File: config.mk
export PLATFORM = sky130hd
export DESIGN_NAME = psc_strap_config
export DESIGN_NICKNAME = d
export VERILOG_FILES = /design/src/logic/psc_pkg.sv /design/src/logic/psc_mac_if.sv /design/src/logic/psc_mac_decode.sv /design/src/logic/psc_strap_config.sv
export SDC_FILE = /design/constraint.sdc
export NUM_CORES = 1
export LEC_CHECK = 0
export ABC_CLOCK_PERIOD_IN_PS = 3350
export BUFFER_PORTS_ARGS = -buffer_cell sky130_fd_sc_hd__buf_2
export CAP_MARGIN = 20
export CORE_UTILIZATION = 53
export CTS_CLUSTER_SIZE = 24
export DETAILED_ROUTE_END_ITERATION = 10
export PLACE_DENSITY = 0.9
export SKIP_LAST_GASP = 1
export SYNTH_ARGS = -nofsm -noshare
export SYNTH_HDL_FRONTEND = slang
export SYNTH_SLANG_ARGS = --single-unit
File: constraint.sdc
create_clock -name SYS_CLK_IN -period 3.35 [get_ports SYS_CLK_IN]
set_input_delay 0.335 -clock SYS_CLK_IN [delete_from_list [all_inputs] [get_ports SYS_CLK_IN]]
set_output_delay 0.335 -clock SYS_CLK_IN [all_outputs]
set_load 0.1 [all_outputs]
File: src/logic/psc_pkg.sv
package psc_pkg;
	// port layout selected by the compatibility strap
	typedef enum logic [1:0] {
		PSC_LAYOUT_X1_16   = 2'b00,
		PSC_LAYOUT_X4_2_X1 = 2'b01,
		PSC_LAYOUT_NATIVE  = 2'b10,
		PSC_LAYOUT_RSVD    = 2'b11
	} psc_layout_t;

	typedef enum logic [1:0] {
		PSC_RATE_1G25  = 2'b00,
		PSC_RATE_2G5   = 2'b01,
		PSC_RATE_3G125 = 2'b10,
		PSC_RATE_ILL   = 2'b11
	} psc_rate_t;

	localparam int          PSC_NUM_MAC      = 4;
	localparam int          PSC_NUM_X4_DUAL  = 2;
	localparam psc_rate_t   PSC_RATE_DEFAULT = PSC_RATE_3G125;
	localparam logic        PSC_REF_125      = 1'b1;

	// serial pll multipliers, line rate over reference
	localparam logic [4:0]  PSC_MULT_125_1G25  = 5'h0a;
	localparam logic [4:0]  PSC_MULT_125_2G5   = 5'h14;
	localparam logic [4:0]  PSC_MULT_125_3G125 = 5'h19;
	localparam logic [4:0]  PSC_MULT_156_1G25  = 5'h08;
	localparam logic [4:0]  PSC_MULT_156_2G5   = 5'h10;
	localparam logic [4:0]  PSC_MULT_156_3G125 = 5'h14;

	// register map, byte addresses
	localparam logic [7:0]  PSC_OFS_MAC_CFG0 = 8'h00;
	localparam logic [7:0]  PSC_OFS_STATUS   = 8'h10;
	localparam int          PSC_CFG_W        = 5;
	// mac cfg field positions
	localparam int          PSC_F_RATE     = 0;
	localparam int          PSC_F_RX_SWAP  = 2;
	localparam int          PSC_F_TX_SWAP  = 3;
	localparam int          PSC_F_X1_MODE  = 4;
	// status field positions
	localparam int          PSC_S_COMP     = 0;
	localparam int          PSC_S_RATE     = 2;
	localparam int          PSC_S_REF      = 4;
	localparam int          PSC_S_RX       = 5;
	localparam int          PSC_S_TX       = 6;
	localparam int          PSC_S_MODE     = 7;
	localparam int          PSC_S_COMP_BAD = 11;
	localparam int          PSC_S_RATE_BAD = 12;
	localparam int          PSC_S_CONFLICT = 13;
	localparam int          PSC_S_SAMPLED  = 17;

	localparam logic [1:0]  PSC_RESP_OKAY   = 2'b00;
	localparam logic [1:0]  PSC_RESP_SLVERR = 2'b10;
	localparam logic [31:0] PSC_RDATA_RST   = 32'h0000_0000;
endpackage

File: src/logic/psc_mac_if.sv
`timescale 1ns/1ps
interface psc_mac_if;
	logic [1:0] line_rate;
	logic       rx_swap;
	logic       tx_swap;
	logic       x1_field;
	logic [1:0] layout;
	logic       ref125;
	logic       x1_eff;
	logic       rx_rev;
	logic       tx_rev;
	logic [4:0] pll_mult;
	logic       conflict;

	modport cfg (output line_rate, rx_swap, tx_swap, x1_field, layout, ref125,
		input x1_eff, rx_rev, tx_rev, pll_mult, conflict);
	modport dec (input line_rate, rx_swap, tx_swap, x1_field, layout, ref125,
		output x1_eff, rx_rev, tx_rev, pll_mult, conflict);
endinterface

File: src/logic/psc_mac_decode.sv
`timescale 1ns/1ps
module psc_mac_decode #(
	parameter int MAC_IDX = 0
) (
	psc_mac_if.dec m
);
	always_comb begin
		unique case (m.layout)
			psc_pkg::PSC_LAYOUT_X1_16:   m.x1_eff = 1'b1;
			psc_pkg::PSC_LAYOUT_X4_2_X1: m.x1_eff = (MAC_IDX >= psc_pkg::PSC_NUM_X4_DUAL) |
				m.x1_field;
			default:                     m.x1_eff = m.x1_field;
		endcase
	end

	// single-lane ports never reorder lanes
	assign m.rx_rev   = m.rx_swap & ~m.x1_eff;
	assign m.tx_rev   = m.tx_swap & ~m.x1_eff;
	// swapped lanes in single-lane mode cannot reach a 1x partner
	assign m.conflict = (m.rx_swap | m.tx_swap) & m.x1_eff;

	always_comb begin
		unique case ({m.ref125, m.line_rate})
			{psc_pkg::PSC_REF_125, psc_pkg::PSC_RATE_1G25}: m.pll_mult = psc_pkg::PSC_MULT_125_1G25;
			{psc_pkg::PSC_REF_125, psc_pkg::PSC_RATE_2G5}:  m.pll_mult = psc_pkg::PSC_MULT_125_2G5;
			{~psc_pkg::PSC_REF_125, psc_pkg::PSC_RATE_1G25}:
				m.pll_mult = psc_pkg::PSC_MULT_156_1G25;
			{~psc_pkg::PSC_REF_125, psc_pkg::PSC_RATE_2G5}:
				m.pll_mult = psc_pkg::PSC_MULT_156_2G5;
			default: m.pll_mult = m.ref125 ? psc_pkg::PSC_MULT_125_3G125 :
				psc_pkg::PSC_MULT_156_3G125;
		endcase
	end
endmodule // psc_mac_decode

File: src/logic/psc_strap_config.sv
// Overview of operation
// - compatibility strap 00 sixteen x1, 01 two x4 plus eight x1, 10 native
// - line-rate strap 00 1.25G, 01 2.5G, 10 3.125G default; 11 illegal
// - captured line-rate strap loads the per-MAC line-rate register field
// - refclk select strap 1 means 125 MHz, 0 means 156.25 MHz; picks pll
// - rx and tx lane-order straps: 0 natural order, 1 reversed order
// - register lane-swap fields override the lane-order straps
// - lane-order straps ignored for ports in single-lane mode
// - a lane-swapped port must stay four-lane; swap in x1 is flagged
// - line-rate and refclk strap pins drive out only in test mode
// - per-Mac_lane_mode_field strap 0 four-lane, 1 single-lane; register field overrides
// - hard reset is asynchronous active low and resets strap capture
//
// The placing of the registers and the AXI4-Lite slave port were chosen for this implementation.
`timescale 1ns/1ps
module psc_strap_config (
	input  wire logic        SYS_CLK_IN,
	input  wire logic        RST_IN,
	input  wire logic        HARD_RST_N_IN,
	input  wire logic        TEST_MODE_IN,
	input  wire logic [1:0]  COMPAT_MODE_STRAP_IN,
	input  wire logic [1:0]  LINE_RATE_STRAP_IN,
	output logic [1:0]       LINE_RATE_STRAP_OUT,
	output logic [1:0]       LINE_RATE_STRAP_OE_N_OUT,
	input  wire logic        REFCLK_SELECT_STRAP_IN,
	output logic             REFCLK_SELECT_STRAP_OUT,
	output logic             REFCLK_SELECT_STRAP_OE_N_OUT,
	input  wire logic        RX_LANE_ORDER_STRAP_IN,
	input  wire logic        TX_LANE_ORDER_STRAP_IN,
	input  wire logic [3:0]  MAC_LANE_MODE_STRAP_IN,
	output logic [1:0]       PORT_LAYOUT_OUT,
	output logic             REFCLK_125_OUT,
	output logic [7:0]       LINE_RATE_OUT,
	output logic [3:0]       MAC_X1_MODE_OUT,
	output logic [3:0]       RX_LANE_REV_OUT,
	output logic [3:0]       TX_LANE_REV_OUT,
	output logic [19:0]      PLL_MULT_OUT,
	output logic             POWERUP_SAMPLED_OUT,
	input  wire logic [7:0]  AXI_AWADDR_IN,
	input  wire logic        AXI_AWVALID_IN,
	output logic             AXI_AWREADY_OUT,
	input  wire logic [31:0] AXI_WDATA_IN,
	input  wire logic [3:0]  AXI_WSTRB_IN,
	input  wire logic        AXI_WVALID_IN,
	output logic             AXI_WREADY_OUT,
	output logic [1:0]       AXI_BRESP_OUT,
	output logic             AXI_BVALID_OUT,
	input  wire logic        AXI_BREADY_IN,
	input  wire logic [7:0]  AXI_ARADDR_IN,
	input  wire logic        AXI_ARVALID_IN,
	output logic             AXI_ARREADY_OUT,
	output logic [31:0]      AXI_RDATA_OUT,
	output logic [1:0]       AXI_RRESP_OUT,
	output logic             AXI_RVALID_OUT,
	input  wire logic        AXI_RREADY_IN
);
	localparam int SW = 11;
	localparam int NM = psc_pkg::PSC_NUM_MAC;

	// hard reset: asserts at once, releases on the clock
	logic          hrst_meta_r;
	logic          hrst_sync_r;
	always_ff @(posedge SYS_CLK_IN or negedge HARD_RST_N_IN) begin
		if (!HARD_RST_N_IN) begin
			hrst_meta_r <= 1'b1;
			hrst_sync_r <= 1'b1;
		end else begin
			hrst_meta_r <= 1'b0;
			hrst_sync_r <= hrst_meta_r;
		end
	end
	logic          rst_any;
	assign rst_any = RST_IN | hrst_sync_r;

	// strap pins and test mode are asynchronous to the clock
	logic [SW-1:0] strap_meta_r;
	logic [SW-1:0] strap_sync_r;
	logic          test_meta_r;
	logic          test_sync_r;
	always_ff @(posedge SYS_CLK_IN) begin
		strap_meta_r <= {MAC_LANE_MODE_STRAP_IN, TX_LANE_ORDER_STRAP_IN, RX_LANE_ORDER_STRAP_IN,
			REFCLK_SELECT_STRAP_IN, LINE_RATE_STRAP_IN, COMPAT_MODE_STRAP_IN};
		strap_sync_r <= strap_meta_r;
		test_meta_r  <= TEST_MODE_IN;
		test_sync_r  <= test_meta_r;
	end

	// capture tracks the pins for the whole reset, then freezes
	logic [SW-1:0] cap_r;
	logic [SW-1:0] cap_nxt;
	logic          sampled_r;
	logic          sampled_nxt;
	always_comb begin
		cap_nxt     = rst_any ? strap_sync_r : cap_r;
		sampled_nxt = ~rst_any;
	end
	always_ff @(posedge SYS_CLK_IN) begin
		cap_r     <= cap_nxt;
		sampled_r <= sampled_nxt;
	end
	logic [1:0]    cap_comp;
	logic [1:0]    cap_rate;
	logic          cap_ref;
	assign cap_comp = cap_r[1:0];
	assign cap_rate = cap_r[3:2];
	assign cap_ref  = cap_r[4];

	// axi4-lite slave, one write and one read at a time
	logic          aw_got_r, aw_got_nxt, w_got_r, w_got_nxt;
	logic [7:0]    aw_addr_r, aw_addr_nxt;
	logic [31:0]   w_data_r, w_data_nxt;
	logic          w_strb0_r, w_strb0_nxt;
	logic          awready_nxt, wready_nxt, bvalid_nxt, arready_nxt, rvalid_nxt;
	logic [1:0]    bresp_nxt, rresp_nxt;
	logic [31:0]   rdata_nxt;
	logic          do_wr;
	logic [7:0]    wr_addr;
	logic [31:0]   wr_data;
	logic          wr_strb0;
	logic [31:0]   status;
	localparam int PSC_CFG_W_L = psc_pkg::PSC_CFG_W;
	logic [PSC_CFG_W_L-1:0] mac_cfg_r [NM];
	logic [PSC_CFG_W_L-1:0] mac_cfg_nxt [NM];
	logic [NM-1:0] conflict_v;

	always_comb begin
		aw_got_nxt  = aw_got_r | (AXI_AWVALID_IN & AXI_AWREADY_OUT);
		w_got_nxt   = w_got_r | (AXI_WVALID_IN & AXI_WREADY_OUT);
		aw_addr_nxt = (AXI_AWVALID_IN & AXI_AWREADY_OUT) ? AXI_AWADDR_IN : aw_addr_r;
		w_data_nxt  = (AXI_WVALID_IN & AXI_WREADY_OUT) ? AXI_WDATA_IN : w_data_r;
		w_strb0_nxt = (AXI_WVALID_IN & AXI_WREADY_OUT) ? AXI_WSTRB_IN[0] : w_strb0_r;
		wr_addr     = aw_addr_nxt;
		wr_data     = w_data_nxt;
		wr_strb0    = w_strb0_nxt;
		do_wr       = aw_got_nxt & w_got_nxt & ~AXI_BVALID_OUT;
		bvalid_nxt  = AXI_BVALID_OUT & ~AXI_BREADY_IN;
		bresp_nxt   = AXI_BRESP_OUT;
		if (do_wr) begin
			aw_got_nxt = 1'b0;
			w_got_nxt  = 1'b0;
			bvalid_nxt = 1'b1;
			bresp_nxt  = (wr_addr[7:4] == 4'h0 && wr_addr[1:0] == 2'b00) ?
				psc_pkg::PSC_RESP_OKAY : psc_pkg::PSC_RESP_SLVERR;
		end
		awready_nxt = ~aw_got_nxt & ~bvalid_nxt;
		wready_nxt  = ~w_got_nxt & ~bvalid_nxt;
		rvalid_nxt  = AXI_RVALID_OUT & ~AXI_RREADY_IN;
		rdata_nxt   = AXI_RDATA_OUT;
		rresp_nxt   = AXI_RRESP_OUT;
		if (AXI_ARVALID_IN & AXI_ARREADY_OUT) begin
			rvalid_nxt = 1'b1;
			rresp_nxt  = psc_pkg::PSC_RESP_OKAY;
			rdata_nxt  = psc_pkg::PSC_RDATA_RST;
			if (AXI_ARADDR_IN[7:4] == 4'h0 && AXI_ARADDR_IN[1:0] == 2'b00)
				rdata_nxt[PSC_CFG_W_L-1:0] = mac_cfg_r[AXI_ARADDR_IN[3:2]];
			else if (AXI_ARADDR_IN == psc_pkg::PSC_OFS_STATUS)
				rdata_nxt = status;
			else
				rresp_nxt = psc_pkg::PSC_RESP_SLVERR;
		end
		arready_nxt = ~rvalid_nxt;
		if (rst_any) begin
			aw_got_nxt  = 1'b0;
			w_got_nxt   = 1'b0;
			awready_nxt = 1'b0;
			wready_nxt  = 1'b0;
			bvalid_nxt  = 1'b0;
			bresp_nxt   = psc_pkg::PSC_RESP_OKAY;
			arready_nxt = 1'b0;
			rvalid_nxt  = 1'b0;
			rresp_nxt   = psc_pkg::PSC_RESP_OKAY;
			rdata_nxt   = psc_pkg::PSC_RDATA_RST;
		end
	end
	always_ff @(posedge SYS_CLK_IN) begin
		aw_got_r        <= aw_got_nxt;
		w_got_r         <= w_got_nxt;
		aw_addr_r       <= aw_addr_nxt;
		w_data_r        <= w_data_nxt;
		w_strb0_r       <= w_strb0_nxt;
		AXI_AWREADY_OUT <= awready_nxt;
		AXI_WREADY_OUT  <= wready_nxt;
		AXI_BVALID_OUT  <= bvalid_nxt;
		AXI_BRESP_OUT   <= bresp_nxt;
		AXI_ARREADY_OUT <= arready_nxt;
		AXI_RVALID_OUT  <= rvalid_nxt;
		AXI_RRESP_OUT   <= rresp_nxt;
		AXI_RDATA_OUT   <= rdata_nxt;
	end

	// per-MAC line-rate, lane-swap and lane-mode registers, seeded from the straps
	always_comb begin
		for (int i = 0; i < NM; i++) begin
			mac_cfg_nxt[i] = mac_cfg_r[i];
			if (rst_any)
				mac_cfg_nxt[i] = {strap_sync_r[7 + i], strap_sync_r[6], strap_sync_r[5],
					strap_sync_r[3:2]};
			else if (do_wr && wr_strb0 && wr_addr[7:4] == 4'h0 && wr_addr[1:0] == 2'b00 &&
				wr_addr[3:2] == 2'(i))
				mac_cfg_nxt[i] = wr_data[PSC_CFG_W_L-1:0];
		end
	end
	always_ff @(posedge SYS_CLK_IN) begin
		mac_cfg_r <= mac_cfg_nxt;
	end

	// per-MAC decode
	psc_mac_if mif [NM] ();
	logic [1:0]  lay_nxt;
	logic [7:0]  rate_nxt;
	logic [3:0]  x1_nxt, rxr_nxt, txr_nxt;
	logic [19:0] mult_nxt;
	for (genvar g = 0; g < NM; g++) begin : g_mac
		assign mif[g].line_rate = mac_cfg_r[g][psc_pkg::PSC_F_RATE +: 2];
		assign mif[g].rx_swap   = mac_cfg_r[g][psc_pkg::PSC_F_RX_SWAP];
		assign mif[g].tx_swap   = mac_cfg_r[g][psc_pkg::PSC_F_TX_SWAP];
		assign mif[g].x1_field  = mac_cfg_r[g][psc_pkg::PSC_F_X1_MODE];
		assign mif[g].layout    = lay_nxt;
		assign mif[g].ref125    = cap_ref;
		assign x1_nxt[g]        = mif[g].x1_eff;
		assign rxr_nxt[g]       = mif[g].rx_rev;
		assign txr_nxt[g]       = mif[g].tx_rev;
		assign conflict_v[g]    = mif[g].conflict;
		assign rate_nxt[2*g +: 2]  = mif[g].line_rate;
		assign mult_nxt[5*g +: 5]  = mif[g].pll_mult;
		psc_mac_decode #(.MAC_IDX(g)) u_dec (
			.m (mif[g].dec)
		);
	end
	// a reserved layout falls back to native
	assign lay_nxt = (cap_comp == psc_pkg::PSC_LAYOUT_RSVD) ? psc_pkg::PSC_LAYOUT_NATIVE :
		cap_comp;

	assign status = {14'h0000, sampled_r, conflict_v, (cap_rate == psc_pkg::PSC_RATE_ILL),
		(cap_comp == psc_pkg::PSC_LAYOUT_RSVD), cap_r[SW-1:2], cap_comp};

	always_ff @(posedge SYS_CLK_IN) begin
		PORT_LAYOUT_OUT     <= lay_nxt;
		REFCLK_125_OUT      <= cap_ref;
		LINE_RATE_OUT       <= rate_nxt;
		MAC_X1_MODE_OUT     <= x1_nxt;
		RX_LANE_REV_OUT     <= rxr_nxt;
		TX_LANE_REV_OUT     <= txr_nxt;
		PLL_MULT_OUT        <= mult_nxt;
		POWERUP_SAMPLED_OUT <= sampled_r;
		// drive back the held straps only for test
		LINE_RATE_STRAP_OUT          <= cap_rate;
		LINE_RATE_STRAP_OE_N_OUT     <= {2{~(test_sync_r & ~rst_any)}};
		REFCLK_SELECT_STRAP_OUT      <= cap_ref;
		REFCLK_SELECT_STRAP_OE_N_OUT <= ~(test_sync_r & ~rst_any);
	end
endmodule // psc_strap_config

==> flow_metrics.tcl <==
set metrics [dict create \
    status "completed" \
    cts_buffer_depth 2 \
    max_slew_margin 0.286 \
    drive_gt1_frac 0.364 \
    numCtsBuffers 17 \
    fmax_ghz 0.494 \
    cts_setup_buffers 0 \
    wl_per_cell_microns 15.4 \
    max_slew.worst_pin.slew_ns 1.06 \
    final_core_util 0.717 \
    die_w_microns 95.4 \
    gp_congestion 0.832 \
    crit_slowest_cell "a2111o_1" \
    setup_violations 0 \
    ir_drop_mv 0.412 \
    rsz0062_at_grt "no" \
    synth_area_per_cell_sq_um 12.8 \
    first_iter_violations 153 \
    grt_pass1_vias 3054 \
    slowest_delay_ns 0.45 \
    ys_ff_latch 146 \
    cts.sinks 146 \
    fin_crit_sh 0.604 \
    vias_per_cell 5.06 \
    drt-total-wl_microns 9520 \
    drcViolationCount 0 \
    start_kind "register" \
    fillers 586 \
    dr_total_vias 3133 \
    syn2layout_area_growth_pct 29.2 \
    syn_area_sq_mm 0.00463 \
    setup_tns_ns 0 \
    synth_seq_area_share 0.701 \
    detail_route.first_pass.iterations 4 \
    rows 33 \
    power_density_mw_per_mm2 771 \
    ys_warn_count 0 \
    clk_latency_ns 0.51 \
    path_cells "nand2_2 -> mux2i_1 -> a2111o_1 -> o41ai_1 -> buf_4" \
    crit_required_ns 3.57 \
    drv_slew 0 \
    boundaryPins 163 \
    leakagePower_nw 2.68 \
    fin_skew_ns 0.00916 \
    fp.dieArea_sq_mm 0.00911 \
    dpl.hpwl_microns 6390 \
    num_antenna_cells 0 \
    period_minus_slack_ns 2.02 \
    die_h_microns 95.4 \
    synth_cells 361 \
    place_ws_ns 1.12 \
    tritoncts "built" \
    io_buffers 116 \
    initial_core_util 0.555 \
    grt_pass1_wl_microns 14100 \
    fin_ws_ns 1.33 \
    htree_levels 4 \
    detail-route-antenna-nets 0 \
    yosysUniqueCellTypes 43 \
    grtUsageTotal 0.213 \
    cp_max_fo 10 \
    hold_viol 0 \
    clockRootBuffer "clkbuf_8" \
    maxCapViolations 0 \
    crit_arrival_ns 2.25 \
    path_clk_slew_ns 0.06 \
    core_area_sq_mm 0.00834 \
    end_kind "register" \
    grt_max_degree 36 \
    critPathKind "reg -> reg" \
    fin_nets 573 \
    grt_overflow_total 0 \
    antenna_found_initial 0 \
    hold_class "in -> reg" \
]
repair_timing:
item	4_1_cts	5_1_grt
hold buffers	13	0
hold endpoints to repair	14	0
gates resized for setup	0	0
sequential cells by signal, indices dropped and copies added (netlist names), 4 cells and up:
| register | flops |
|---|---|
| LINE_RATE_OUT | 8 |
| TX_LANE_REV_OUT | 4 |
| strap_meta_r | 11 |
| aw_addr_r | 8 |
| mac_cfg_r | 20 |
| AXI_RDATA_OUT | 18 |
| MAC_X1_MODE_OUT | 4 |
| PLL_MULT_OUT | 20 |
| w_data_r | 5 |
| cap_r | 11 |
| strap_sync_r | 11 |
| RX_LANE_REV_OUT | 4 |
logic make-up (layout without fill, tap and decap cells):
logic type      Yosys count  in the layout  share of synthesized area
simple gates             97             97                      0.103
mux                      21             21                     0.0635
other cells               1             17                   0.000810
compound gates           51             51                     0.0776
flops                   146            146                      0.701
buf+inv                  45            182                     0.0535
final timing paths:
path / start / endpoint / slack (ns) / cells past startpoint
worst max-delay path: AXI_AWREADY_OUT / mac_cfg_r[3] / 1.33 / 5
worst min-delay path: AXI_AWADDR_IN[6] / aw_addr_r[6] / 0.07 / 2
worst max register to register: AXI_AWREADY_OUT / mac_cfg_r[3] / 1.33 / 5
worst min register to register: strap_meta_r[3] / strap_sync_r[3] / 0.33 / 0
max in group asynchronous: HARD_RST_N_IN / hrst_sync_r / 3.03 / 2
min in group asynchronous: HARD_RST_N_IN / hrst_meta_r / 0.30 / 2
synthesized netlist by cell type:
cell type,count,share of area
a2111o_1,1,0.0024
a211o_1,1,0.0019
a21oi_1,11,0.012
a21oi_2,3,0.0057
a22oi_1,7,0.011
a31oi_1,2,0.0027
a32oi_1,2,0.0038
and2_1,5,0.0068
and3_1,2,0.0027
buf_1,1,0.00081
buf_4,19,0.031
buf_6,1,0.0024
clkbuf_1,9,0.0073
clkinv_1,1,0.00081
conb_1,1,0.00081
dfstp_2,2,0.011
dfxtp_1,113,0.49
edfxtp_1,31,0.20
inv_1,14,0.011
mux2_2,11,0.027
mux2i_1,5,0.011
mux4_1,2,0.011
mux4_2,3,0.015
nand2_1,25,0.020
nand2_2,1,0.0014
nand2b_1,4,0.0054
nand3_1,9,0.0097
nand4b_1,1,0.0019
nor2_1,30,0.024
nor2b_1,2,0.0027
nor3_1,5,0.0054
nor3_2,1,0.0022
nor4_1,2,0.0027
nor4_4,1,0.0046
o211a_1,1,0.0022
o211ai_1,1,0.0016
o211ai_2,3,0.0081
o21a_1,4,0.0065
o21ai_0,11,0.012
o41ai_1,4,0.0076
or2_2,7,0.0095
or3_1,1,0.0014
or4_4,1,0.0024
cells in the final DEF, fill, tap and decap left out, types with 9 or more instances in the layout:
cell           instances
dlygate4sd3_1         13
o21ai_0               11
nand2_1               25
a21oi_1               11
buf_2                116
mux2_2                11
conb_1                17
inv_1                 14
nand3_1                9
dfxtp_1              113
clkbuf_16             18
nor2_1                30
edfxtp_1              31
per-layer routing:
layer	track usage	vias up	part of all wire
li1	-	1496	-
met5	0	-	0
met4	0.119	0	0.026
met1	0.248	1465	0.40
met2	0.361	149	0.50
met3	0.0494	23	0.068
cell type report:
type,count,area [sq um],share of cell area
Clock buffer,19,464,0.0776
Multi-Input combinational cell,186,1190,0.200
Timing Repair Buffer,135,756,0.126
Tap cell,105,131,0.0220
Sequential cell,146,3250,0.543
Inverter,15,56.3,0.00941
Clock inverter,13,133,0.0222
report_power, final:
group	leakage [nW]	total [mW]	switching, mW	internal [mW]
Clock	0.290	1.80	0.769	1.03
Combinational	1.12	0.780	0.638	0.142
Sequential	1.28	2.02	0.0700	1.95
per-stage QoR:
step / power, mW / instance area, sq um / cells / hold WS (ns)
finish: 4.61 / 5980 / 619 / 0.0706
global route: 4.77 / 5980 / 619 / 0.0510
CTS: 4.64 / 5980 / 619 / 0.0555
detailed placement: 2.83 / 5250 / 574 / 0.292
global placement: 2.80 / 5250 / 574 / 0.284
floorplan: 2.70 / 4690 / 377 / 0.187
worst max-delay path, delay by kind of cell, from the launching register on:
kind	cells	cell delay, ns
AOI/OAI and AO/OA	2	0.75
DFF	1	0.39
buffers and inverters	1	0.22
muxes	1	0.19
and+or+nand+nor	1	0.19
Note: power is estimated with default switching activity, not from simulation.
